==> src/hw/gpw_defines.svh <==
// Register offsets, field widths, reset values and timing counts for the GPIO port block
`ifndef GPW_DEFINES_SVH
`define GPW_DEFINES_SVH

// Byte addresses on the register bus (word aligned)
`define GPW_OFF_PA_DATA 8'h00
`define GPW_OFF_PA_DIR 8'h04
`define GPW_OFF_PA_PULL 8'h08
`define GPW_OFF_PA_WAKE 8'h0C
`define GPW_OFF_PB_DATA 8'h10
`define GPW_OFF_PB_DIR 8'h14
`define GPW_OFF_PB_PULL 8'h18
`define GPW_OFF_PC_DATA 8'h20
`define GPW_OFF_PC_DIR 8'h24
`define GPW_OFF_PC_PULL 8'h28
`define GPW_OFF_PD_DATA 8'h30
`define GPW_OFF_PD_DIR 8'h34
`define GPW_OFF_PD_PULL 8'h38
`define GPW_OFF_CTRL 8'h40
`define GPW_OFF_STATUS 8'h44

// Implemented bit masks per register
`define GPW_MASK_PA 8'hFF
`define GPW_MASK_PA_PULL 8'h7F
`define GPW_MASK_PB 8'h3F
`define GPW_MASK_PC 8'hFF
`define GPW_MASK_PD 8'h0F
`define GPW_MASK_CTRL 8'h3F

// Reset values
`define GPW_RST_DATA 8'hFF
`define GPW_RST_PA_DIR 8'hFF
`define GPW_RST_PB_DIR 8'h3F
`define GPW_RST_PC_DIR 8'hFF
`define GPW_RST_PD_DIR 8'h0F
`define GPW_RST_ZERO 8'h00

// Control register fields
`define GPW_CTRL_SLEEP 0
`define GPW_CTRL_INT_EN 1
`define GPW_CTRL_TMR_EXT 2
`define GPW_CTRL_PFD_EN 3
`define GPW_CTRL_LCD_EN 4
`define GPW_CTRL_LCD_PHASE 5

// LCD common waveform: system clock cycles per frame step (2 ms at 50 MHz)
`define GPW_LCD_STEP_US 2000
`define GPW_CLK_MHZ 50
`define GPW_LCD_STEP_CYC (`GPW_LCD_STEP_US * `GPW_CLK_MHZ)

`endif

==> src/hw/gpw_pkg.sv <==
// Types shared by the GPIO port block
package gpw_pkg;

	// Per-port pad control bundle
	typedef struct packed {
		logic [7:0] out;
		logic [7:0] oe;
		logic [7:0] pull;
	} gpw_pad_s;

	// Sleep controller state
	typedef enum logic [0:0] {
		GPW_AWAKE,
		GPW_ASLEEP
	} gpw_sleep_e;

	// LCD common level per pin
	typedef enum logic [1:0] {
		GPW_LCD_LOW,
		GPW_LCD_HALF,
		GPW_LCD_HIGH
	} gpw_lcd_e;

endpackage : gpw_pkg

==> src/hw/gpw_gpio_ports.sv <==
// Four GPIO ports with direction, pull-high, Port A wake-up and shared pin functions
//
// Contract
// - Port A wake-enable bit 1 enables that pin's wake-up, 0 disables it.
// - Direction bit 0 makes the pin a CMOS output, 1 an input; here the top Port A pin is an open-drain output instead.
// - Pull-high bit 1 connects the internal pull-high, 0 removes it; here bit 1 connects it only while the pin's direction is input.
// - Unimplemented register bits always read as zero.
// - Input pin: data read returns present pin level.
// - Output pin: data read returns the output latch, not the pin.
// - Interrupt pin keeps I/O; needs interrupt enable and input direction.
// - Timer input fed only in event/capture mode with input direction.
// - Divider output reaches pins only when direction selects output.
// - Common control turns four Port B pins into half-bias LCD commons.
// - Reset sets data and direction registers high; all pins are inputs.
// - Output switched on without latch write drives high; here the open-drain top Port A pin stays undriven instead.
// - Bit set/clear is read-modify-write of the whole port.
// - In Sleep, falling edge on any wake-enabled Port A pin wakes device.
// - Top Port A pin has no pull-high bit.
// - Halt enters Sleep; clock stops until a wake-up event.
//
// Design decisions made here: register access over Avalon-MM and the address map.
`timescale 1ns/1ps
`include "gpw_defines.svh"

module gpw_gpio_ports #(
	parameter int LCD_STEP_CYC = `GPW_LCD_STEP_CYC
) (
	input wire logic clk,
	input wire logic rst,
	input wire logic [7:0] avs_address,
	input wire logic avs_read,
	input wire logic avs_write,
	input wire logic [31:0] avs_writedata,
	input wire logic [3:0] avs_byteenable,
	output logic [31:0] avs_readdata,
	output logic avs_waitrequest,
	output logic avs_response_err,
	input wire logic [7:0] pa_in,
	input wire logic [7:0] pb_in,
	input wire logic [7:0] pc_in,
	input wire logic [7:0] pd_in,
	output logic [7:0] pa_out,
	output logic [7:0] pa_oe,
	output logic [7:0] pa_pull,
	output logic [7:0] pb_out,
	output logic [7:0] pb_oe,
	output logic [7:0] pb_pull,
	output logic [7:0] pc_out,
	output logic [7:0] pc_oe,
	output logic [7:0] pc_pull,
	output logic [7:0] pd_out,
	output logic [7:0] pd_oe,
	output logic [7:0] pd_pull,
	output logic [3:0] lcd_half_bias,
	input wire logic pfd_wave,
	input wire logic [1:0] timer_mode,
	output logic timer_ext_in,
	output logic ext_irq_in,
	output logic sleep_clk_gate,
	output logic wake_pulse
);

	// Pin synchronisers: two flops before any logic looks at a pin
	logic [31:0] pin_meta;
	logic [31:0] pin_sync;
	logic [7:0] pa_s, pb_s, pc_s, pd_s;

	// Registers
	logic [7:0] pa_data, pb_data, pc_data, pd_data;
	logic [7:0] port_a_direction, port_b_direction, port_c_direction, port_d_direction;
	logic [7:0] port_a_pull_high, port_b_pull_high, port_c_pull_high, port_d_pull_high;
	logic [7:0] port_a_wake_enable;
	logic [7:0] misc_ctrl;
	logic [7:0] pa_prev;
	logic ack;
	gpw_pkg::gpw_sleep_e sleep_state;
	gpw_pkg::gpw_lcd_e lcd_level [4];
	logic [31:0] lcd_cnt;
	logic [1:0] lcd_phase;

	// Read value of a data location: latch for outputs, pin for inputs
	function automatic logic [7:0] port_read(
		input logic [7:0] dir,
		input logic [7:0] latch,
		input logic [7:0] pin,
		input logic [7:0] mask
	);
		port_read = ((dir & pin) | (~dir & latch)) & mask;
	endfunction : port_read

	// Write merge honouring the low byte lane and implemented bits
	function automatic logic [7:0] merge(
		input logic [7:0] old,
		input logic [31:0] wd,
		input logic be0,
		input logic [7:0] mask
	);
		merge = be0 ? (wd[7:0] & mask) : old;
	endfunction : merge

	// Two-flop synchroniser for all pins
	always_ff @(posedge clk or posedge rst) begin
		if (rst) begin
			pin_meta <= 32'h0000_0000;
			pin_sync <= 32'h0000_0000;
		end else begin
			pin_meta <= {pd_in, pc_in, pb_in, pa_in};
			pin_sync <= pin_meta;
		end
	end

	// Synchronised pin levels per port
	assign pa_s = pin_sync[7:0];
	assign pb_s = pin_sync[15:8];
	assign pc_s = pin_sync[23:16];
	assign pd_s = pin_sync[31:24];

	// Writes commit at the completion edge, where waitrequest is already low
	// Committing on the first edge would land a write the master still sees as waiting
	logic wr_hit;
	assign wr_hit = avs_write & ack;

	// Data latches; a bit set/clear done by software as read-modify-write lands here whole
	always_ff @(posedge clk or posedge rst) begin
		if (rst) begin
			pa_data <= `GPW_RST_DATA;
			pb_data <= `GPW_RST_DATA & `GPW_MASK_PB;
			pc_data <= `GPW_RST_DATA;
			pd_data <= `GPW_RST_DATA & `GPW_MASK_PD;
		end else if (wr_hit) begin
			case (avs_address)
				`GPW_OFF_PA_DATA: pa_data <= merge(pa_data, avs_writedata, avs_byteenable[0],
					`GPW_MASK_PA);
				`GPW_OFF_PB_DATA: pb_data <= merge(pb_data, avs_writedata, avs_byteenable[0],
					`GPW_MASK_PB);
				`GPW_OFF_PC_DATA: pc_data <= merge(pc_data, avs_writedata, avs_byteenable[0],
					`GPW_MASK_PC);
				`GPW_OFF_PD_DATA: pd_data <= merge(pd_data, avs_writedata, avs_byteenable[0],
					`GPW_MASK_PD);
				default: ;
			endcase
		end
	end

	// Direction registers; reset makes every pin an input
	always_ff @(posedge clk or posedge rst) begin
		if (rst) begin
			port_a_direction <= `GPW_RST_PA_DIR;
			port_b_direction <= `GPW_RST_PB_DIR;
			port_c_direction <= `GPW_RST_PC_DIR;
			port_d_direction <= `GPW_RST_PD_DIR;
		end else if (wr_hit) begin
			case (avs_address)
				`GPW_OFF_PA_DIR: port_a_direction <= merge(port_a_direction, avs_writedata,
					avs_byteenable[0], `GPW_MASK_PA);
				`GPW_OFF_PB_DIR: port_b_direction <= merge(port_b_direction, avs_writedata,
					avs_byteenable[0], `GPW_MASK_PB);
				`GPW_OFF_PC_DIR: port_c_direction <= merge(port_c_direction, avs_writedata,
					avs_byteenable[0], `GPW_MASK_PC);
				`GPW_OFF_PD_DIR: port_d_direction <= merge(port_d_direction, avs_writedata,
					avs_byteenable[0], `GPW_MASK_PD);
				default: ;
			endcase
		end
	end

	// Pull-high and wake-enable registers
	// The top Port A pull bit is masked so it can never be set
	always_ff @(posedge clk or posedge rst) begin
		if (rst) begin
			port_a_pull_high <= `GPW_RST_ZERO;
			port_b_pull_high <= `GPW_RST_ZERO;
			port_c_pull_high <= `GPW_RST_ZERO;
			port_d_pull_high <= `GPW_RST_ZERO;
			port_a_wake_enable <= `GPW_RST_ZERO;
		end else if (wr_hit) begin
			case (avs_address)
				`GPW_OFF_PA_PULL: port_a_pull_high <= merge(port_a_pull_high, avs_writedata,
					avs_byteenable[0], `GPW_MASK_PA_PULL);
				`GPW_OFF_PB_PULL: port_b_pull_high <= merge(port_b_pull_high, avs_writedata,
					avs_byteenable[0], `GPW_MASK_PB);
				`GPW_OFF_PC_PULL: port_c_pull_high <= merge(port_c_pull_high, avs_writedata,
					avs_byteenable[0], `GPW_MASK_PC);
				`GPW_OFF_PD_PULL: port_d_pull_high <= merge(port_d_pull_high, avs_writedata,
					avs_byteenable[0], `GPW_MASK_PD);
				`GPW_OFF_PA_WAKE: port_a_wake_enable <= merge(port_a_wake_enable,
					avs_writedata, avs_byteenable[0], `GPW_MASK_PA);
				default: ;
			endcase
		end
	end

	// Wake-up source: falling edge on an enabled Port A pin
	logic wake_event;
	assign wake_event = |(pa_prev & ~pa_s & port_a_wake_enable);

	// Previous synchronised Port A levels for edge detection
	always_ff @(posedge clk or posedge rst) begin
		if (rst) begin
			pa_prev <= `GPW_RST_ZERO;
		end else begin
			pa_prev <= pa_s;
		end
	end

	// Misc control: sleep request bit is cleared by hardware on wake-up
	// A software write in the wake cycle takes priority over the hardware clear
	always_ff @(posedge clk or posedge rst) begin
		if (rst) begin
			misc_ctrl <= `GPW_RST_ZERO;
		end else if (wr_hit && avs_address == `GPW_OFF_CTRL && avs_byteenable[0]) begin
			misc_ctrl <= avs_writedata[7:0] & `GPW_MASK_CTRL;
		end else if (sleep_state == gpw_pkg::GPW_ASLEEP && wake_event) begin
			misc_ctrl[`GPW_CTRL_SLEEP] <= 1'b0;
		end
	end

	// Sleep controller: halt stops the core clock until a wake event
	always_ff @(posedge clk or posedge rst) begin
		if (rst) begin
			sleep_state <= gpw_pkg::GPW_AWAKE;
		end else begin
			case (sleep_state)
				gpw_pkg::GPW_AWAKE:
					if (misc_ctrl[`GPW_CTRL_SLEEP]) sleep_state <= gpw_pkg::GPW_ASLEEP;
				gpw_pkg::GPW_ASLEEP:
					if (wake_event) sleep_state <= gpw_pkg::GPW_AWAKE;
				default: sleep_state <= gpw_pkg::GPW_AWAKE;
			endcase
		end
	end

	// One-cycle pulse on the cycle the device leaves Sleep
	always_ff @(posedge clk or posedge rst) begin
		if (rst) begin
			wake_pulse <= 1'b0;
		end else begin
			wake_pulse <= (sleep_state == gpw_pkg::GPW_ASLEEP) && wake_event;
		end
	end

	// Clock gate request to the core while asleep
	assign sleep_clk_gate = (sleep_state == gpw_pkg::GPW_ASLEEP);

	// LCD common timing: step counter and four-step frame phase
	always_ff @(posedge clk or posedge rst) begin
		if (rst) begin
			lcd_cnt <= 32'h0000_0000;
			lcd_phase <= 2'h0;
		end else if (!misc_ctrl[`GPW_CTRL_LCD_EN]) begin
			lcd_cnt <= 32'h0000_0000;
			lcd_phase <= 2'h0;
		end else if (lcd_cnt == 32'(LCD_STEP_CYC - 1)) begin
			lcd_cnt <= 32'h0000_0000;
			lcd_phase <= lcd_phase + 2'h1;
		end else begin
			lcd_cnt <= lcd_cnt + 32'h0000_0001;
		end
	end

	// Half-bias levels: selected common swings full, others sit at mid level
	// Only the common whose step is current is driven; the other three float at half bias
	genvar gi;
	generate
		for (gi = 0; gi < 4; gi++) begin : g_lcd
			always_comb begin
				if (lcd_phase != 2'(gi)) begin
					lcd_level[gi] = gpw_pkg::GPW_LCD_HALF;
				end else if (misc_ctrl[`GPW_CTRL_LCD_PHASE]) begin
					lcd_level[gi] = gpw_pkg::GPW_LCD_HIGH;
				end else begin
					lcd_level[gi] = gpw_pkg::GPW_LCD_LOW;
				end
			end
			assign lcd_half_bias[gi] = misc_ctrl[`GPW_CTRL_LCD_EN]
				&& lcd_level[gi] == gpw_pkg::GPW_LCD_HALF;
		end
	endgenerate

	// Port A pad drive: divider on pins 0/1, top pin open-drain
	always_comb begin
		pa_out = pa_data;
		if (misc_ctrl[`GPW_CTRL_PFD_EN]) begin
			pa_out[0] = pfd_wave;
			pa_out[1] = ~pfd_wave;
		end
		pa_oe = ~port_a_direction;
		pa_oe[7] = ~port_a_direction[7] & ~pa_data[7];
		pa_out[7] = 1'b0;
		pa_pull = port_a_pull_high & port_a_direction & `GPW_MASK_PA_PULL;
	end

	// Port B pad drive: low four pins may carry LCD commons
	always_comb begin
		pb_out = pb_data & `GPW_MASK_PB;
		pb_oe = ~port_b_direction & `GPW_MASK_PB;
		pb_pull = port_b_pull_high & port_b_direction & `GPW_MASK_PB;
		if (misc_ctrl[`GPW_CTRL_LCD_EN]) begin
			for (int i = 0; i < 4; i++) begin
				pb_out[i] = (lcd_level[i] == gpw_pkg::GPW_LCD_HIGH);
				pb_oe[i] = ~lcd_half_bias[i];
				pb_pull[i] = 1'b0;
			end
		end
	end

	// Ports C and D pad drive, gathered per port as one pad bundle
	gpw_pkg::gpw_pad_s pad_c;
	gpw_pkg::gpw_pad_s pad_d;
	always_comb begin
		pad_c.out = pc_data;
		pad_c.oe = ~port_c_direction;
		pad_c.pull = port_c_pull_high & port_c_direction;
		pad_d.out = pd_data & `GPW_MASK_PD;
		pad_d.oe = ~port_d_direction & `GPW_MASK_PD;
		pad_d.pull = port_d_pull_high & port_d_direction & `GPW_MASK_PD;
	end

	// Bundles out to the pins
	assign pc_out = pad_c.out;
	assign pc_oe = pad_c.oe;
	assign pc_pull = pad_c.pull;
	assign pd_out = pad_d.out;
	assign pd_oe = pad_d.oe;
	assign pd_pull = pad_d.pull;

	// Shared inputs: interrupt on PA3, timer input on PA4, both need input direction
	assign ext_irq_in = misc_ctrl[`GPW_CTRL_INT_EN] & port_a_direction[3] & pa_s[3];
	assign timer_ext_in = misc_ctrl[`GPW_CTRL_TMR_EXT] & (timer_mode == 2'h1
		|| timer_mode == 2'h3) & port_a_direction[4] & pa_s[4];

	// Bus slave: one wait cycle, then answer with registered read data
	// Read data loads on the first edge and stands through the completion edge
	always_ff @(posedge clk or posedge rst) begin
		if (rst) begin
			ack <= 1'b0;
			avs_readdata <= 32'h0000_0000;
			avs_response_err <= 1'b0;
		end else begin
			ack <= (avs_read | avs_write) & ~ack;
			if (avs_read && !ack) begin
				avs_response_err <= 1'b0;
				case (avs_address)
					`GPW_OFF_PA_DATA: avs_readdata <= {24'h00_0000,
						port_read(port_a_direction, pa_data, pa_s, `GPW_MASK_PA)};
					`GPW_OFF_PB_DATA: avs_readdata <= {24'h00_0000,
						port_read(port_b_direction, pb_data, pb_s, `GPW_MASK_PB)};
					`GPW_OFF_PC_DATA: avs_readdata <= {24'h00_0000,
						port_read(port_c_direction, pc_data, pc_s, `GPW_MASK_PC)};
					`GPW_OFF_PD_DATA: avs_readdata <= {24'h00_0000,
						port_read(port_d_direction, pd_data, pd_s, `GPW_MASK_PD)};
					`GPW_OFF_PA_DIR: avs_readdata <= {24'h00_0000, port_a_direction};
					`GPW_OFF_PB_DIR: avs_readdata <= {24'h00_0000, port_b_direction};
					`GPW_OFF_PC_DIR: avs_readdata <= {24'h00_0000, port_c_direction};
					`GPW_OFF_PD_DIR: avs_readdata <= {24'h00_0000, port_d_direction};
					`GPW_OFF_PA_PULL: avs_readdata <= {24'h00_0000, port_a_pull_high};
					`GPW_OFF_PB_PULL: avs_readdata <= {24'h00_0000, port_b_pull_high};
					`GPW_OFF_PC_PULL: avs_readdata <= {24'h00_0000, port_c_pull_high};
					`GPW_OFF_PD_PULL: avs_readdata <= {24'h00_0000, port_d_pull_high};
					`GPW_OFF_PA_WAKE: avs_readdata <= {24'h00_0000, port_a_wake_enable};
					`GPW_OFF_CTRL: avs_readdata <= {24'h00_0000, misc_ctrl};
					`GPW_OFF_STATUS: avs_readdata <= {22'h00_0000, lcd_phase,
						6'h00, 1'b0, sleep_state == gpw_pkg::GPW_ASLEEP};
					default: begin
						avs_readdata <= 32'h0000_0000;
						avs_response_err <= 1'b1;
					end
				endcase
			end
		end
	end

	assign avs_waitrequest = (avs_read | avs_write) & ~ack;

endmodule : gpw_gpio_ports

==> config.mk <==
export PLATFORM = sky130hd
export DESIGN_NAME = gpw_gpio_ports
export DESIGN_NICKNAME = d
export VERILOG_FILES = /design/src/hw/gpw_pkg.sv /design/src/hw/gpw_gpio_ports.sv
export VERILOG_INCLUDE_DIRS = /design/src /design/src/hw
export SDC_FILE = /design/constraint.sdc
export NUM_CORES = 1
export LEC_CHECK = 0
export ABC_AREA = 1
export BUFFER_PORTS_ARGS = -buffer_cell sky130_fd_sc_hd__buf_2
export CAP_MARGIN = 20
export CELL_PAD_IN_SITES_DETAIL_PLACEMENT = 0
export CELL_PAD_IN_SITES_GLOBAL_PLACEMENT = 2
export CORE_ASPECT_RATIO = 1.25
export CORE_MARGIN = 5
export CORE_UTILIZATION = 31
export DETAILED_ROUTE_END_ITERATION = 7
export GPL_ROUTABILITY_DRIVEN = 0
export PLACE_DENSITY = 0.81
export SLEW_MARGIN = 25
export SYNTH_ARGS = -nofsm -noshare
export SYNTH_HDL_FRONTEND = slang
export SYNTH_SLANG_ARGS = --single-unit
==> constraint.sdc <==
create_clock -name clk -period 6.97 [get_ports clk]
set_clock_uncertainty 0.05 [all_clocks]
set_input_delay 0.3485 -clock clk [delete_from_list [all_inputs] [get_ports clk]]
set_output_delay 0.3485 -clock clk [all_outputs]
set_load 0.02 [all_outputs]
==> out/results.txt <==
The run finished with clean final reports. For this block, the routed nets add up to 29.72 mm of wire. Compared with the post-synthesis result, the final layout area differs by 17.51%. The count of nets left with antenna violations after detail routing is 0. The clock period minus final worst setup slack was 2.399 ns.

IR analysis of the VDD net gives a maximum drop of 135.4 uV. The number of antenna violations at the first check in global routing was 1; the total die area was 0.03487 mm2. The tools report the post-synthesis cell area as 0.009678 mm2. In this run the power density over the cells is 219.9 mW/mm2.

Yosys mapped the design onto 38 distinct sky130hd cell types. During I/O placement, the number of pins put on the boundary was 221. Counting both buffers and inverters, the worst setup path holds a total of 3. On the worst path, the slowest cell contributes a delay of 0.74 ns.

The die is 207.5 um tall. The analysis attributes to net switching a power of 725.2 uW. Port buffering added 144 buffers. TritonCTS built the clock tree.

Maximum number of pins on one net before global-route repair: 95. The run gives 0 as the final-report max-slew violation count. In the final layout, flip-flops and latches occupy 0.005045 mm2.

Number of cells traversed by the worst hold path: 3. STA puts the critical path data required time at 6.57 ns. Setup total negative slack on the finished layout was measured at 0 ns.

The post-synthesis register bit count was 199. In this run the worst hold path is classified as in2reg. Dividing the final minimum period by the clock period gives 34.43%. In the global route stage, overall resource usage came out at 17.04%.

The routed layout has 7907 vias. In the final routed layout, each cell accounts on average for 16.99 um. The internal power came out at 1.776 mW.

Of the total power, the clock network draws 38.2%. The multi-input combinational cells in the finished layout cover a total of 0.003797 mm2. After legalization and detailed placement, the total HPWL measured 22.31 mm. The total of cells resized after clock tree synthesis is 0, and the number of cells after detailed placement is 1690.

Via count of the first global-routing pass: 7958. In this run the critical register-to-register path is captured at lcd_phase[1]. Measured on the finished design, the core utilization comes to 36.80%.

The number of antenna cells inserted was 0. The worst register-to-register path has a setup slack of 4.85 ns. STA classifies the critical path endpoint as an output pin. Among cell families on the critical path, the largest total delay comes from flip-flops. After detailed placement, the total cell area comes to 0.01054 mm2.

After filler insertion, the fill cell instance count of the layout stands at 3292. The worst register-to-register path begins at lcd_cnt[0]. The source-to-sink clock delay at the later pin of the worst-skew pair was 0.45 ns; the width of the die was 168.0 um. Leaving out fill and tap cells, the most frequent cells in the layout are 352 x nand2_1, 147 x dfrtp_1, 144 x buf_2. Data arrives at the worst endpoint at 2.00 ns.

The run gives 0 as the number of buffers added for setup after CTS. CTS placed an instance of clkbuf_16 at the clock tree root. Once the floorplan was initialized, standard cells occupied 31.32% of the core. For the standard cell core area, the log shows 0.03090 mm2. The logs give 49.22% for the relative max-transition margin and 1171 for the gate count of the mapped netlist. The total design power was 2.501 mW.

Final hold violation count: 0. The worst setup path is of the reg2out kind. The worst min-delay path endpoint was misc_ctrl[1].

The slowest stage of the critical path belongs to the cell dfrtp_1. The number of clock buffers inserted by TritonCTS is 17, and the post-synthesis average cell area is 8.265 um2. Setup repair after global routing left no endpoint under its margin. The tools report the achievable frequency as 0.4168 GHz. The number of design-rule violations left by the first detailed-router iteration came out at 519.

After synthesis, the cell types taking the most area are dfrtp_1 38%, dfstp_2 14%, nand2_1 14%, nor2_1 4.6%, o21ai_0 4.6%. The synthesized design spends more area on one cell type than any other, namely dfrtp_1. For this run, the post-layout net count is 1421. The first global-routing pass estimated 45.95 mm of wire. The via density per instance is 4.521. Leaving out fill and tap cells, the most frequent cell in the layout is nand2_1. Clock-pin slew was measured on the worst setup and hold paths at 0.07 ns.

The actual transition at the worst max-transition pin was 0.7616 ns. Summing all non-filler instances in the final layout gives an area of 0.01137 mm2. For this run, the detailed router's first-pass iteration total came to 6. The top-area cell type share of the netlist area was 38.01%. The largest buffer count on any clock path came out at 2. Yosys printed 0 warnings.

The number of cells on the worst reg-to-reg path is 9. The run gives 11.3% as the combinational cell fraction of total power. The site row count was 72. Max-cap violations in this run came to 0. In this run the static leakage power is 5.441 nW.

The logs give 0 for the setup violation total in the final timing report and 1749 for the count of placed standard cells in the final layout, fillers left out. Number of levels the H-tree was split into: 4. The largest fanout on the critical path is 29. STA classifies the critical path startpoint as a flop.

In this run, flip-flops and latches consume 50.5% of the power. The signal on the critical path passes through inv_1 -> buf_4 -> nor2_1 -> a21oi_1 -> buf_2. The clock drives 199 sinks. The startpoint of the most critical hold path is avs_writedata[1]. After detailed routing, the number of remaining DRC violations is 0. Sequential cell area fraction in the yosys report: 52.13%. The fraction of layout cells with a size suffix above 1 was 21.39%; the net switching fraction of the power was 28.99%. The total grt overflow was 0.
==> cell usage after synthesis, drive strengths merged <==
master and instances:
xor2 14, nor3b 2, and3 3, xnor2 6, inv 114, clkbuf 9, o211ai 1, a31oi 1
dfrtp 147, nand4 9, buf 68, ha 9, o21bai 1, conb 1, o32a 1, dfstp 52
a21oi 10, nand3b 2, nand3 91, or2 1, nor3 16, nor2 135, nand2 362, o21ai 115
clkinv 1
==> stage by stage <==
| stage | setup slack [ns] | hold WS [ns] |
|---|---|---|
| 4_1_cts | 4.515 | 0.06117 |
| 3_3_place_gp | 4.447 | 0.2827 |
| 2_1_floorplan | 1.232 | 0.2812 |
| 3_5_place_dp | 4.425 | 0.2856 |
| 5_1_grt | 4.371 | 0.1032 |
| 6_report | 4.571 | 0.08132 |
==> layout make-up <==
cell class,count,share of cell area [%]
clock buffer,18,3.862
sequential,199,44.36
clock inverter,14,1.045
timing repair buffer,175,8.978
tap,407,4.478
inverter,115,3.884
multi-input combinational,821,33.39
==> worst max path at each step <==
| stage | startpoint | endpoint | slack [ns] | cells after the start |
|---|---|---|---|---|
| after CTS | misc_ctrl[4] | pb_oe[0] | 4.51 | 5 |
| after global routing | misc_ctrl[4] | pb_oe[3] | 4.37 | 5 |
| after global placement | avs_address[0] | misc_ctrl[0] | 4.45 | 9 |
| after floorplan | rst | ack | 1.23 | 1 |
| after detailed placement | avs_address[0] | misc_ctrl[0] | 4.42 | 9 |
| final | misc_ctrl[4] | pb_oe[0] | 4.57 | 5 |
==> state kept, by name, indices dropped and copies added, names as in the netlist, 7 cells and up <==
| register | cells |
|---|---|
| port_a_direction | 8 |
| port_a_wake_enable | 8 |
| pa_prev | 8 |
| pc_out | 8 |
| lcd_cnt | 32 |
| pa_data | 8 |
| pin_sync | 26 |
| pin_meta | 26 |
| port_c_direction | 8 |
| avs_readdata | 10 |
| port_c_pull_high | 8 |
| port_a_pull_high | 7 |
==> kinds of logic after synthesis <==
logic type      count (synthesis)  share of synthesized area [%]
compound gates                129                          7.098
xor+xnor                       20                          1.810
fa+ha+maj                       9                          1.164
other cells                     1                        0.03875
simple gates                  621                          27.51
flops                         199                          52.13
buf+inv                       192                          10.25
==> repair_timing <==
item                                    in CTS  in global routing
hold buffers                                27                  0
endpoints found under the setup margin       0                  0
endpoints found under the hold margin       80                  0
==> worst reg2reg max path, cell delays in order, from the launching register on <==
cell and delay [ns]:
dfrtp_1 0.40, ha_1 0.22, nand2_1 0.11, inv_2 0.09, nand2_1 0.17, nor2_1 0.17
nand4_1 0.09, nand2_1 0.50, nand3_1 0.13, o21ai_0 0.10
==> power by group through the flow <==
| stage | Clock (mW) | Combinational (mW) | Sequential, mW |
|---|---|---|---|
| global route | 1.03 | 0.321 | 1.27 |
| finish | 0.956 | 0.283 | 1.26 |
| detailed placement | 0 | 0.278 | 1.28 |
| floorplan | 0 | 0.207 | 1.27 |
| CTS | 0.982 | 0.290 | 1.26 |
| global placement | 0 | 0.275 | 1.28 |
==> layer usage <==
layer | up-vias | share of wire, % | wire [um] | global-route usage (%)
met5 | - | 0.044 | 13 | 0
met4 | 2 | 3.0 | 891 | 6.411
met3 | 46 | 5.1 | 1528 | 3.771
met2 | 218 | 50 | 14740 | 29.30
met1 | 3733 | 42 | 12540 | 20.85
li1 | 3908 | - | - | -
Power figures use the tool's default switching activity.
